<file path="src/pkg/scan_start_pkg.sv">
// constants and carrier types of the scan-start sequencer
// How it works
// - configuration bus packs byte-wide registers side by side, one strobe each
// - start write drops receiver-run at once, stopping diode and phase switching
// - receiver queue empties within one cycle of receiver-run falling, then refills
// - acquisition-run drops too; later integrations are discarded until it rises
// - start write copies all configuration registers into a holding bank
// - held bytes are combined into multi-byte configuration outputs
// - every start request increments the scan sequence number, even if superseded
// - a new start while a synchronised start is pending restarts the procedure
// - with sync set, a latch raises time-sync at next one-second pulse rising edge
// - with sync clear, time-sync is raised at once
// - wait a few cycles after start before sampling idle and time-sync
// - receiver-run rises only when idle and time-sync are both high
// - receiver-run rising starts the round-trip countdown in clock cycles
// - countdown reaching zero raises acquisition-run
// - identical scan sequencers keep receiver ticks one round-trip ahead
// - block supplies the gateway a minimum spacing between host interrupts
// - both run outputs go low on the first edge after the start strobe
// - once raised, receiver-run ignores idle until the next start write
// - firmware reset clears the scan sequence number to zero
package scan_start_pkg;

  // ****************************************************************
  // register layout on the configuration bus
  // ****************************************************************
  localparam int NUM_REGS        = 8;
  localparam int START_REG_IDX   = 0;   // start register
  localparam int SYNC_BIT_POS    = 0;   // sync flag inside it
  localparam int RTD_LO_IDX      = 1;   // round-trip delay, 16 bits
  localparam int RTD_HI_IDX      = 2;
  localparam int HOLDOFF_LO_IDX  = 3;   // interrupt holdoff, 16 bits
  localparam int HOLDOFF_HI_IDX  = 4;
  localparam int STATE_LEN_IDX   = 5;   // phase-switch state length
  localparam int INTEG_LEN_IDX   = 6;   // integration length
  localparam int SCAN_FLAGS_IDX  = 7;   // scan flags

  // ****************************************************************
  // timing and reset values
  // ****************************************************************
  localparam int           SETTLE_CYCLES = 4;  // dispatcher not-idle latency
  localparam logic [31:0]  SEQ_RESET     = 32'h0000_0000;
  localparam logic [15:0]  COUNT_ZERO    = 16'h0000;

  typedef enum logic [1:0] {
    ST_IDLE   = 2'b00,
    ST_SETTLE = 2'b01,
    ST_WAIT   = 2'b10,
    ST_RUN    = 2'b11
  } seq_state_t;

  // frozen scan configuration handed to the controllers
  typedef struct packed {
    logic [15:0] round_trip;
    logic [15:0] holdoff;
    logic [7:0]  state_len;
    logic [7:0]  integ_len;
    logic [7:0]  scan_flags;
  } scan_cfg_t;

endpackage : scan_start_pkg

</file>
<file path="src/verilog/scan_start_sequencer.sv">
// scan-start sequencer: run control, configuration snapshot and scan numbering
`timescale 1ns/1ps
`default_nettype none
module scan_start_sequencer #(
  parameter int NUM_REGS = scan_start_pkg::NUM_REGS
) (
  input  wire logic                        mclk,
  input  wire logic                        rst,
  input  wire logic [NUM_REGS*8-1:0]       config_regs,
  input  wire logic [NUM_REGS-1:0]         config_attn,
  input  wire logic                        one_second_pulse,
  input  wire logic                        dispatch_idle,
  output logic                             rx_run,
  output logic                             acq_run,
  output logic                             rx_queue_clear,
  output scan_start_pkg::scan_cfg_t        scan_cfg,
  output logic [31:0]                      scan_sequence_number,
  output logic [15:0]                      irq_holdoff
);

  // ****************************************************************
  // elaboration checks
  // ****************************************************************
  if (NUM_REGS < scan_start_pkg::NUM_REGS) begin : g_chk
    $error("config bus holds fewer registers than the layout uses");
  end

  // the settle countdown is three bits wide
  if (scan_start_pkg::SETTLE_CYCLES < 1 || scan_start_pkg::SETTLE_CYCLES > 8) begin : g_chk_settle
    $error("settle count does not fit its counter");
  end

  // ****************************************************************
  // start strobe and pin conditioning
  // ****************************************************************
  logic start;
  logic sync_req;
  assign start    = config_attn[scan_start_pkg::START_REG_IDX];
  assign sync_req = config_regs[scan_start_pkg::START_REG_IDX*8 + scan_start_pkg::SYNC_BIT_POS];

  // the pulse pin is asynchronous to mclk
  logic pps_rise;
  pin_edge_detect #(
    .IDLE_LEVEL (1'b0)
  ) pps_cond (
    .mclk  (mclk),
    .rst   (rst),
    .pin   (one_second_pulse),
    .level (),
    .rise  (pps_rise)
  );

  // ****************************************************************
  // configuration snapshot
  // ****************************************************************
  // one holding byte per register, all loaded by the start strobe
  logic [NUM_REGS*8-1:0] held_r;
  for (genvar g = 0; g < NUM_REGS; g++) begin : g_hold
    hold_reg #(
      .WIDTH (8)
    ) bank (
      .mclk (mclk),
      .rst  (rst),
      .load (start),
      .d    (config_regs[g*8 +: 8]),
      .q    (held_r[g*8 +: 8])
    );
  end

  always_ff @(posedge mclk) begin
    if (rst) begin
      scan_cfg <= '0;
    end else begin
      // byte registers joined into wider fields
      scan_cfg.round_trip <= {held_r[scan_start_pkg::RTD_HI_IDX*8 +: 8],
                              held_r[scan_start_pkg::RTD_LO_IDX*8 +: 8]};
      scan_cfg.holdoff    <= {held_r[scan_start_pkg::HOLDOFF_HI_IDX*8 +: 8],
                              held_r[scan_start_pkg::HOLDOFF_LO_IDX*8 +: 8]};
      scan_cfg.state_len  <= held_r[scan_start_pkg::STATE_LEN_IDX*8 +: 8];
      scan_cfg.integ_len  <= held_r[scan_start_pkg::INTEG_LEN_IDX*8 +: 8];
      scan_cfg.scan_flags <= held_r[scan_start_pkg::SCAN_FLAGS_IDX*8 +: 8];
    end
  end

  always_ff @(posedge mclk) begin
    if (rst) begin
      irq_holdoff <= scan_start_pkg::COUNT_ZERO;
    end else begin
      // holdoff follows the live register so the gateway sees changes at once
      irq_holdoff <= {config_regs[scan_start_pkg::HOLDOFF_HI_IDX*8 +: 8],
                      config_regs[scan_start_pkg::HOLDOFF_LO_IDX*8 +: 8]};
    end
  end

  // ****************************************************************
  // scan sequence number
  // ****************************************************************
  always_ff @(posedge mclk) begin
    if (rst) begin
      scan_sequence_number <= scan_start_pkg::SEQ_RESET;
    end else if (start) begin
      scan_sequence_number <= scan_sequence_number + 32'h0000_0001;
    end
  end

  // ****************************************************************
  // time-sync latch
  // ****************************************************************
  logic time_sync_r;
  logic sync_armed_r;
  always_ff @(posedge mclk) begin
    if (rst) begin
      time_sync_r  <= 1'b0;
      sync_armed_r <= 1'b0;
    end else if (start) begin
      time_sync_r  <= !sync_req;
      sync_armed_r <= sync_req;
    end else if (sync_armed_r && pps_rise) begin
      time_sync_r  <= 1'b1;
      sync_armed_r <= 1'b0;
    end
  end

  // ****************************************************************
  // run sequencing
  // ****************************************************************
  localparam logic [2:0] SETTLE_LOAD = 3'(scan_start_pkg::SETTLE_CYCLES - 1);

  scan_start_pkg::seq_state_t state_r;
  logic                       settle_zero;
  logic                       run_go;
  logic [15:0]                rtd_r;

  assign run_go = (state_r == scan_start_pkg::ST_WAIT) && dispatch_idle && time_sync_r;

  // the dispatcher reports busy only after a delay, so idle is not trusted at once
  load_down_counter #(
    .WIDTH (3)
  ) settle_cnt (
    .mclk       (mclk),
    .rst        (rst),
    .load       (start),
    .load_value (SETTLE_LOAD),
    .step       (state_r == scan_start_pkg::ST_SETTLE),
    .count      (),
    .zero       (settle_zero)
  );

  always_ff @(posedge mclk) begin
    if (rst) begin
      state_r <= scan_start_pkg::ST_IDLE;
    end else if (start) begin
      // a fresh strobe restarts everything, even mid-wait
      state_r <= scan_start_pkg::ST_SETTLE;
    end else begin
      case (state_r)
        scan_start_pkg::ST_SETTLE: begin
          if (settle_zero) begin
            state_r <= scan_start_pkg::ST_WAIT;
          end
        end
        scan_start_pkg::ST_WAIT: begin
          if (run_go) begin
            state_r <= scan_start_pkg::ST_RUN;
          end
        end
        scan_start_pkg::ST_RUN: begin
          state_r <= scan_start_pkg::ST_RUN;
        end
        default: begin
          state_r <= scan_start_pkg::ST_IDLE;
        end
      endcase
    end
  end

  always_ff @(posedge mclk) begin
    if (rst) begin
      rx_run <= 1'b0;
    end else if (start) begin
      rx_run <= 1'b0;
    end else if (state_r == scan_start_pkg::ST_WAIT && dispatch_idle && time_sync_r) begin
      rx_run <= 1'b1;
    end
  end

  // the queue clear pulses in the same cycle receiver-run falls
  always_ff @(posedge mclk) begin
    if (rst) begin
      rx_queue_clear <= 1'b0;
    end else begin
      rx_queue_clear <= start;
    end
  end

  // countdown starts from the frozen round-trip value as receiver-run rises
  load_down_counter #(
    .WIDTH (16)
  ) rtd_cnt (
    .mclk       (mclk),
    .rst        (rst),
    .load       (run_go),
    .load_value (scan_cfg.round_trip),
    .step       (rx_run),
    .count      (rtd_r),
    .zero       ()
  );

  always_ff @(posedge mclk) begin
    if (rst) begin
      acq_run <= 1'b0;
    end else if (start) begin
      acq_run <= 1'b0;
    end else if (rx_run && rtd_r == scan_start_pkg::COUNT_ZERO) begin
      acq_run <= 1'b1;
    end
  end

endmodule : scan_start_sequencer

// ****************************************************************
// pin conditioner: three stages, a change counts once two and three agree
// ****************************************************************
module pin_edge_detect #(
  parameter logic IDLE_LEVEL = 1'b0
) (
  input  wire logic mclk,
  input  wire logic rst,
  input  wire logic pin,
  output logic      level,
  output logic      rise
);

  logic [2:0] stage_r;
  logic       level_r;
  logic       agree;

  // reset to the idle level so that no false edge follows reset
  always_ff @(posedge mclk) begin
    if (rst) begin
      stage_r <= {3{IDLE_LEVEL}};
    end else begin
      stage_r <= {stage_r[1:0], pin};
    end
  end

  // only the second stage reads the first; a lone glitch is never seen
  assign agree = (stage_r[1] == stage_r[2]);

  always_ff @(posedge mclk) begin
    if (rst) begin
      level_r <= IDLE_LEVEL;
    end else if (agree) begin
      level_r <= stage_r[2];
    end
  end

  assign level = level_r;
  assign rise  = agree && stage_r[2] && !level_r;

endmodule : pin_edge_detect

// ****************************************************************
// register with a load enable
// ****************************************************************
module hold_reg #(
  parameter int WIDTH = 8
) (
  input  wire logic             mclk,
  input  wire logic             rst,
  input  wire logic             load,
  input  wire logic [WIDTH-1:0] d,
  output logic      [WIDTH-1:0] q
);

  if (WIDTH < 1) begin : g_chk
    $error("holding register needs at least one bit");
  end

  logic [WIDTH-1:0] q_r;

  always_ff @(posedge mclk) begin
    if (rst) begin
      q_r <= '0;
    end else if (load) begin
      q_r <= d;
    end
  end

  assign q = q_r;

endmodule : hold_reg

// ****************************************************************
// loadable down-counter that parks at zero
// ****************************************************************
module load_down_counter #(
  parameter int WIDTH = 16
) (
  input  wire logic             mclk,
  input  wire logic             rst,
  input  wire logic             load,
  input  wire logic [WIDTH-1:0] load_value,
  input  wire logic             step,
  output logic      [WIDTH-1:0] count,
  output logic                  zero
);

  if (WIDTH < 1) begin : g_chk
    $error("counter needs at least one bit");
  end

  logic [WIDTH-1:0] count_r;

  // load wins over step so a restart never sees a stale count
  always_ff @(posedge mclk) begin
    if (rst) begin
      count_r <= '0;
    end else if (load) begin
      count_r <= load_value;
    end else if (step && count_r != '0) begin
      count_r <= count_r - WIDTH'(1);
    end
  end

  assign count = count_r;
  assign zero  = (count_r == '0);

endmodule : load_down_counter
`default_nettype wire

</file>
<file path="config.mk">
export PLATFORM = sky130hd
export DESIGN_NAME = scan_start_sequencer
export DESIGN_NICKNAME = d
export VERILOG_FILES = /design/src/pkg/scan_start_pkg.sv /design/src/verilog/scan_start_sequencer.sv
export SDC_FILE = /design/constraint.sdc
export NUM_CORES = 1
export LEC_CHECK = 0
export ABC_AREA = 1
export BUFFER_PORTS_ARGS = -buffer_cell sky130_fd_sc_hd__clkbuf_2
export CAP_MARGIN = 5
export CORE_ASPECT_RATIO = 2
export CORE_MARGIN = 2
export CORE_UTILIZATION = 47
export CTS_CLUSTER_SIZE = 25
export DETAILED_ROUTE_END_ITERATION = 6
export PLACE_DENSITY = 0.75
export SYNTH_ARGS = -nofsm -noshare
export SYNTH_HDL_FRONTEND = slang
export SYNTH_SLANG_ARGS = --single-unit
</file>
<file path="constraint.sdc">
create_clock -name mclk -period 1.6 [get_ports mclk]
set_input_delay 0.08 -clock mclk [delete_from_list [all_inputs] [get_ports mclk]]
set_output_delay 0.08 -clock mclk [all_outputs]
set_load 0.005 [all_outputs]
</file>
==> impl_metrics.yaml, run 1 <==
finish:
  seq_area_sq_um: 3820
  postLayoutCellArea_sq_um: 9640
  layout-drive-gt1-share: 0.255
  antenna_cells: 0
  post-route-util: 0.654
  area_delta_synth_final_pct: 37.5
  multi_input_area_sq_um: 2710
  fin_nets: 1256
  fillers: 1245
cts:
  cts_tree: "done"
  clock_latency_ns: 0.43
  clkSinkCount: 190
  cts_max_level: 4
  cts_buffers: 17
  clk_pin_slew_ns: 0.07
  clock_path_buffers: 2
  cts-root-buf: "clkbuf_16"
worst_setup_path:
  start_kind: "flip-flop"
  cp_top_family: "simple AND/OR/NAND/NOR gates"
  cp_max_fo: 6
  slowest_delay_ns: 0.32
  r2r_cells: 6
  crit_required_ns: 1.89
  worstPathArrival_ns: 1.82
  path_buf_inv: 2
  cp_cell_sequence: "inv_1 > nand4_1 > buf_4 > or2_2 > nand3_1 > a21oi_1"
  path_depth: 6
  cp_slowest_cell: "dfxtp_1"
  worst_setup_path_end_kind: "flip-flop"
  crit_type: "flip-flop to flip-flop"
drt:
  wl_per_cell_um: 13.9
  num_vias: 6656
  route.detailed.drc: 0
  firstDrtPassIters: 4
  drt-total-wl_um: 19200
  vias_per_cell: 4.82
  antenna_left: 0
  drt_iter0_markers: 284
pwr:
  power.static_leakage_nw: 4.58
  max-vdd-ir-drop_uv: 886
  powerDensity_nw_per_um2: 1010
outcome:
  status: "complete, no violations"
placement:
  placed_area_sq_um: 8300
  portBuffers: 168
  place.gp.congestion: 0.869
  place_ws_ns: -0.0256
  hpwl_um: 12800
sta:
  hold_ws_ns: 0.113
  period_share: 0.955
  finalCriticalPeriod_ns: 1.53
  max_slew_margin: 0.312
  slew_viol_final: 0
  setup_ws_ns: 0.0724
  tightest_slew_ns: 1.03
  grt_setup_unrepaired: "yes"
  setup-tns-final_ns: 0
  setup_viol: 0
  clock_skew_ns: 0.00743
  finalHoldViolCount: 0
  max_freq_ghz: 0.655
yosys:
  synthesis.area_sq_um: 7010
  avgSynthCellArea_sq_um: 7.64
  syn_inst: 918
  yosysSeqAreaShare: 0.543
  synth_warnings: 0
  synth.distinct_cells: 36
  ys_ff_latch: 190
  syn_nets: 999
worst_hold_path:
  holdPathStages: 4
  hold_class: "input port to flip-flop"
floorplanning:
  design.die.area_sq_um: 16000
  io-pin-count: 183
  num_rows: 63
  start_util: 0.476
  core_area_sq_um: 14700
  die_h_um: 177
  die_w_um: 90.4
grt:
  grt-ovfl-total: 0
  grt_max_degree: 88
  antenna_found_initial: 0
  grt_pass1_wl_um: 30700
  grt_usage: 0.242
  grt_pass1_vias: 6737
run:
  maxCapViolCount: 0
[cells by family after synthesis]
kind of cell	count (synthesis)	share of synthesized area
adders and majority gates	5	0.00892
buffers and inverters	171	0.0939
and+or+nand+nor	421	0.251
muxes	1	0.00143
xor gates and xnor gates	8	0.00999
AOI/OAI and AO/OA	122	0.0917
DFF	190	0.543
[worst paths after layout]
check	slack, ns	endpoint	startpoint
max	0.07	rtd_cnt.count[15]$_SDFFE_PP0P_	state_r[0]$_SDFFE_PP0P_
min	0.11	sync_armed_r$_SDFFE_PP0P_	config_attn[0]
max reg2reg	0.07	rtd_cnt.count[15]$_SDFFE_PP0P_	state_r[0]$_SDFFE_PP0P_
min reg2reg	0.42	pps_cond.stage_r[1]$_SDFF_PP0_	pps_cond.stage_r[0]$_SDFF_PP0_
[area by class of cell]
cell class	count	area share
sequential	190	0.396
multi-input combinational	557	0.281
timing repair buffer	269	0.184
inverter	140	0.0550
clock buffer	22	0.0492
tap	195	0.0253
clock inverter	9	0.00883
[state kept, by name, summed over array words and instances (netlist names)]
name	count
rtd_cnt.count	16
rx_run	1
pps_cond.level	1
rx_queue_clear	1
scan_sequence_number	32
settle_cnt.count	3
acq_run	1
state_r	2
irq_holdoff	16
sync_armed_r	1
g_hold.bank.q	56
scan_cfg	56
time_sync_r	1
pps_cond.stage_r	3
[per-layer routing]
metal | GRT usage | up-vias | share of wire
li1 | - | 3352 | -
met1 | 0.225 | 3061 | 0.36
met2 | 0.477 | 185 | 0.56
met3 | 0.0413 | 58 | 0.031
met4 | 0.156 | 0 | 0.054
met5 | 0 | - | 0
[worst min-delay path: stages]
cell	delay, ns
clkbuf_2	0.09
inv_2	0.13
nand3_1	0.12
a21oi_1	0.06
[repair_timing]
| action | CTS | global route |
|---|---|---|
| pin swaps | 1 | 4 |
| buffers inserted | 1 | 1 |
| endpoints found under the setup margin | 14 | 33 |
| hold buffers | 58 | 0 |
| resized for setup | 7 | 51 |
| hold endpoints to repair | 74 | 0 |
[Yosys cell counts]
cell      instances  area (sq um)
a211oi_1          1          7.51
a21oi_1          24           120
a22o_1            1          8.76
a31o_2            2          17.5
a31oi_1           2          12.5
and2_1            1          6.26
buf_1             3          11.3
buf_2             3          15.0
buf_6             1          11.3
clkbuf_1         24          90.1
clkinv_4          1          8.76
dfxtp_1         190          3800
ha_1              5          62.6
inv_1           137           514
inv_2             2          7.51
mux2i_1           1          10.0
nand2_1         183           687
nand2_2           3          18.8
nand3_1          42           210
nand3_2           1          10.0
nand3b_1          2          15.0
nand4_1          11          68.8
nor2_1          150           563
nor2_2            4          25.0
nor2_4            1          11.3
nor3_1           11          55.1
nor3_2            4          40.0
nor3b_1           2          15.0
o211ai_1          1          7.51
o21a_1            4          30.0
o21ai_0          85           425
o21ai_1           1          5.00
o221ai_1          1          8.76
or2_2             6          37.5
xnor2_1           4          35.0
xor2_1            4          35.0
[report_power, final]
| part | internal (W) | total, W | switching (W) |
|---|---|---|---|
| Clock | 0.00226 | 0.00402 | 0.00176 |
| Combinational | 0.000327 | 0.000701 | 0.000374 |
| Sequential | 0.00491 | 0.00498 | 0.0000641 |
| Total | 0.00750 | 0.00969 | 0.00219 |
[per-stage QoR]
| stage | std cells | power, W |
|---|---|---|
| after floorplan | 918 | 0.00536 |
| after global placement | 1291 | 0.00563 |
| after detailed placement | 1291 | 0.00565 |
| after CTS | 1381 | 0.00976 |
| after global routing | 1382 | 0.0100 |
| final | 1382 | 0.00969 |
[cells in the final DEF, fill, tap and decap left out, types with 3 or more instances in the layout]
cell type / count
nor2_1: 137
dfxtp_1: 178
ha_1: 3
nor3_2: 4
clkinvlp_4: 3
xnor2_1: 4
nor2_2: 10
nand3_1: 40
or2_2: 6
clkbuf_8: 3
clkbuf_2: 167
buf_4: 37
dlygate4sd3_1: 58
dfxtp_2: 11
inv_1: 134
clkbuf_16: 17
o21a_1: 4
inv_2: 5
a21oi_1: 24
buf_6: 5
nor3_1: 9
nor2_4: 8
o21ai_0: 84
xor2_1: 4
nand2_1: 179
nand2_2: 6
clkinv_2: 3
nand4_1: 11
Note: power is estimated with default switching activity, not from simulation.
==> inputs of run 2 (changes only) <==
- CORE_UTILIZATION: 47 -> 52
- PLACE_DENSITY: 0.75 -> 0.79
- clock period: 1.6 -> 1.72 ns (I/O delays scaled with it)
==> run 2 against run 1 <==
  * Count of clock-buffer cells in the layout decreased by 5
  * Sequential power decreased by 7.0%
  * Sequential share of layout area increased by 1.2 points
  * Via count decreased by 2.1%
  * First-iteration DRC count increased by 23%
  * Hold slack got worse by 0.023 ns
  * Total power decreased by 5.9%
  * Largest power group unchanged
  * Highest routed layer unchanged
==> impl_metrics.yaml, run 2 (same netlist as run 1, synthesis figures left out) <==
run:
  maxCapViolCount: 0
cts:
  clk_pin_slew_ns: 0.07
  cts_max_level: 4
  cts_buffers: 17
  cts_tree: "done"
  clock_path_buffers: 2
  cts-root-buf: "clkbuf_16"
  clock_latency_ns: 0.43
  clkSinkCount: 190
worst_setup_path:
  crit_type: "flip-flop to flip-flop"
  slowest_delay_ns: 0.34
  cp_cell_sequence: "inv_1 > ha_4 > nand3_2 > nor2_2 > nand2_2 > nand2_2 > nand2_4 > buf_6 > o21ai_0 > nor2_1"
  crit_required_ns: 2.03
  worst_setup_path_end_kind: "flip-flop"
  cp_slowest_cell: "dfxtp_1"
  path_buf_inv: 2
  cp_max_fo: 9
  start_kind: "flip-flop"
  critPathMostFrequentCell: "nand2_2"
  cp_top_family: "simple AND/OR/NAND/NOR gates"
  worstPathArrival_ns: 1.98
grt:
  grt_pass1_vias: 6374
  grt-ovfl-total: 0
  grt_max_degree: 45
  grt_pass1_wl_um: 28500
  antenna_found_initial: 0
  grt_usage: 0.239
worst_hold_path:
  hold_class: "input port to flip-flop"
placement:
  place.gp.congestion: 0.859
  portBuffers: 168
  place_ws_ns: 0.00803
  placed_cells: 1230
  hpwl_um: 10800
floorplanning:
  core_area_sq_um: 13300
  design.die.area_sq_um: 14500
  start_util: 0.528
  die_h_um: 168
  io-pin-count: 183
  die_w_um: 86.1
  num_rows: 60
pwr:
  max-vdd-ir-drop_uv: 916
  power.static_leakage_nw: 4.45
  powerDensity_nw_per_um2: 978
finish:
  layout-drive-gt1-share: 0.221
  fin_cells: 1321
  area_delta_synth_final_pct: 33.0
  final_common_cell: "dfxtp_1"
  post-route-util: 0.702
  final_cell_mix: "dfxtp_1 (188), nand2_1 (182), clkbuf_2 (167)"
  antenna_cells: 0
  fin_nets: 1234
drt:
  route.detailed.drc: 0
  vias_per_cell: 4.93
  num_vias: 6518
  wl_per_cell_um: 13.1
  firstDrtPassIters: 7
  drt-total-wl_um: 17200
  antenna_left: 0
  drt_iter0_markers: 350
sta:
  setup_ws_ns: 0.0511
  finalCriticalPeriod_ns: 1.67
  clock_skew_ns: 0.0129
  tightest_slew_ns: 0.506
  period_share: 0.970
  setup_viol: 0
  max_freq_ghz: 0.599
  hold_ws_ns: 0.0900
  max_slew_margin: 0.663
  finalHoldViolCount: 0
  slew_viol_final: 0
outcome:
  status: "complete, no violations"
## run 2: worst paths after layout
path / startpoint / to / slack, ns / cells past startpoint
setup / recovery: rtd_cnt.count[1]$_SDFFE_PP0P_ / rtd_cnt.count[4]$_SDFFE_PP0P_ / 0.05 / 10
hold reg to reg: pps_cond.stage_r[0]$_SDFF_PP0_ / pps_cond.stage_r[1]$_SDFF_PP0_ / 0.41 / 2
setup reg to reg: rtd_cnt.count[1]$_SDFFE_PP0P_ / rtd_cnt.count[4]$_SDFFE_PP0P_ / 0.05 / 10
hold / removal: config_attn[0] / sync_armed_r$_SDFFE_PP0P_ / 0.09 / 4
## run 2: metal layers
layer | part of all wire | GRT usage | vias up
met2 | 0.51 | 0.417 | 207
li1 | - | - | 3319
met5 | 0 | 0 | -
met3 | 0.070 | 0.0662 | 19
met1 | 0.41 | 0.278 | 2973
met4 | 0.012 | 0.0766 | 0
## run 2: repair_timing
action / CTS / global route
resized for setup: 3 / 14
buffers inserted: 0 / 1
hold endpoints to repair: 71 / 0
setup endpoints to repair: 10 / 22
pin swaps: 0 / 4
hold buffers: 58 / 0
## run 2: worst min-delay path, cell delays in order
cell	delay, ns
clkbuf_2	0.10
inv_2	0.11
nand3_1	0.11
a21oi_1	0.05
## run 2: metrics by stage
stage	TNS, ns	power (W)	area (sq um)
global route	-0.0200	0.00945	9330
CTS	0	0.00916	9270
global placement	0	0.00521	8080
floorplan	0	0.00499	7010
detailed placement	0	0.00523	8080
finish	0	0.00912	9330
## run 2: area by class of cell
cell class | instances | area, sq um
clock buffer | 17 | 425
sequential | 190 | 3810
inverter | 140 | 531
tap | 155 | 194
multi-input combinational | 557 | 2610
fill | 968 | 3960
clock inverter | 15 | 168
timing repair buffer | 247 | 1600
## run 2: where the power goes
group          leakage (nW)  switching, W  internal (W)
clock                 0.291       0.00191       0.00196
sequential             1.56     0.0000583       0.00457
combinational          2.60      0.000331      0.000296
total                  4.45       0.00230       0.00682
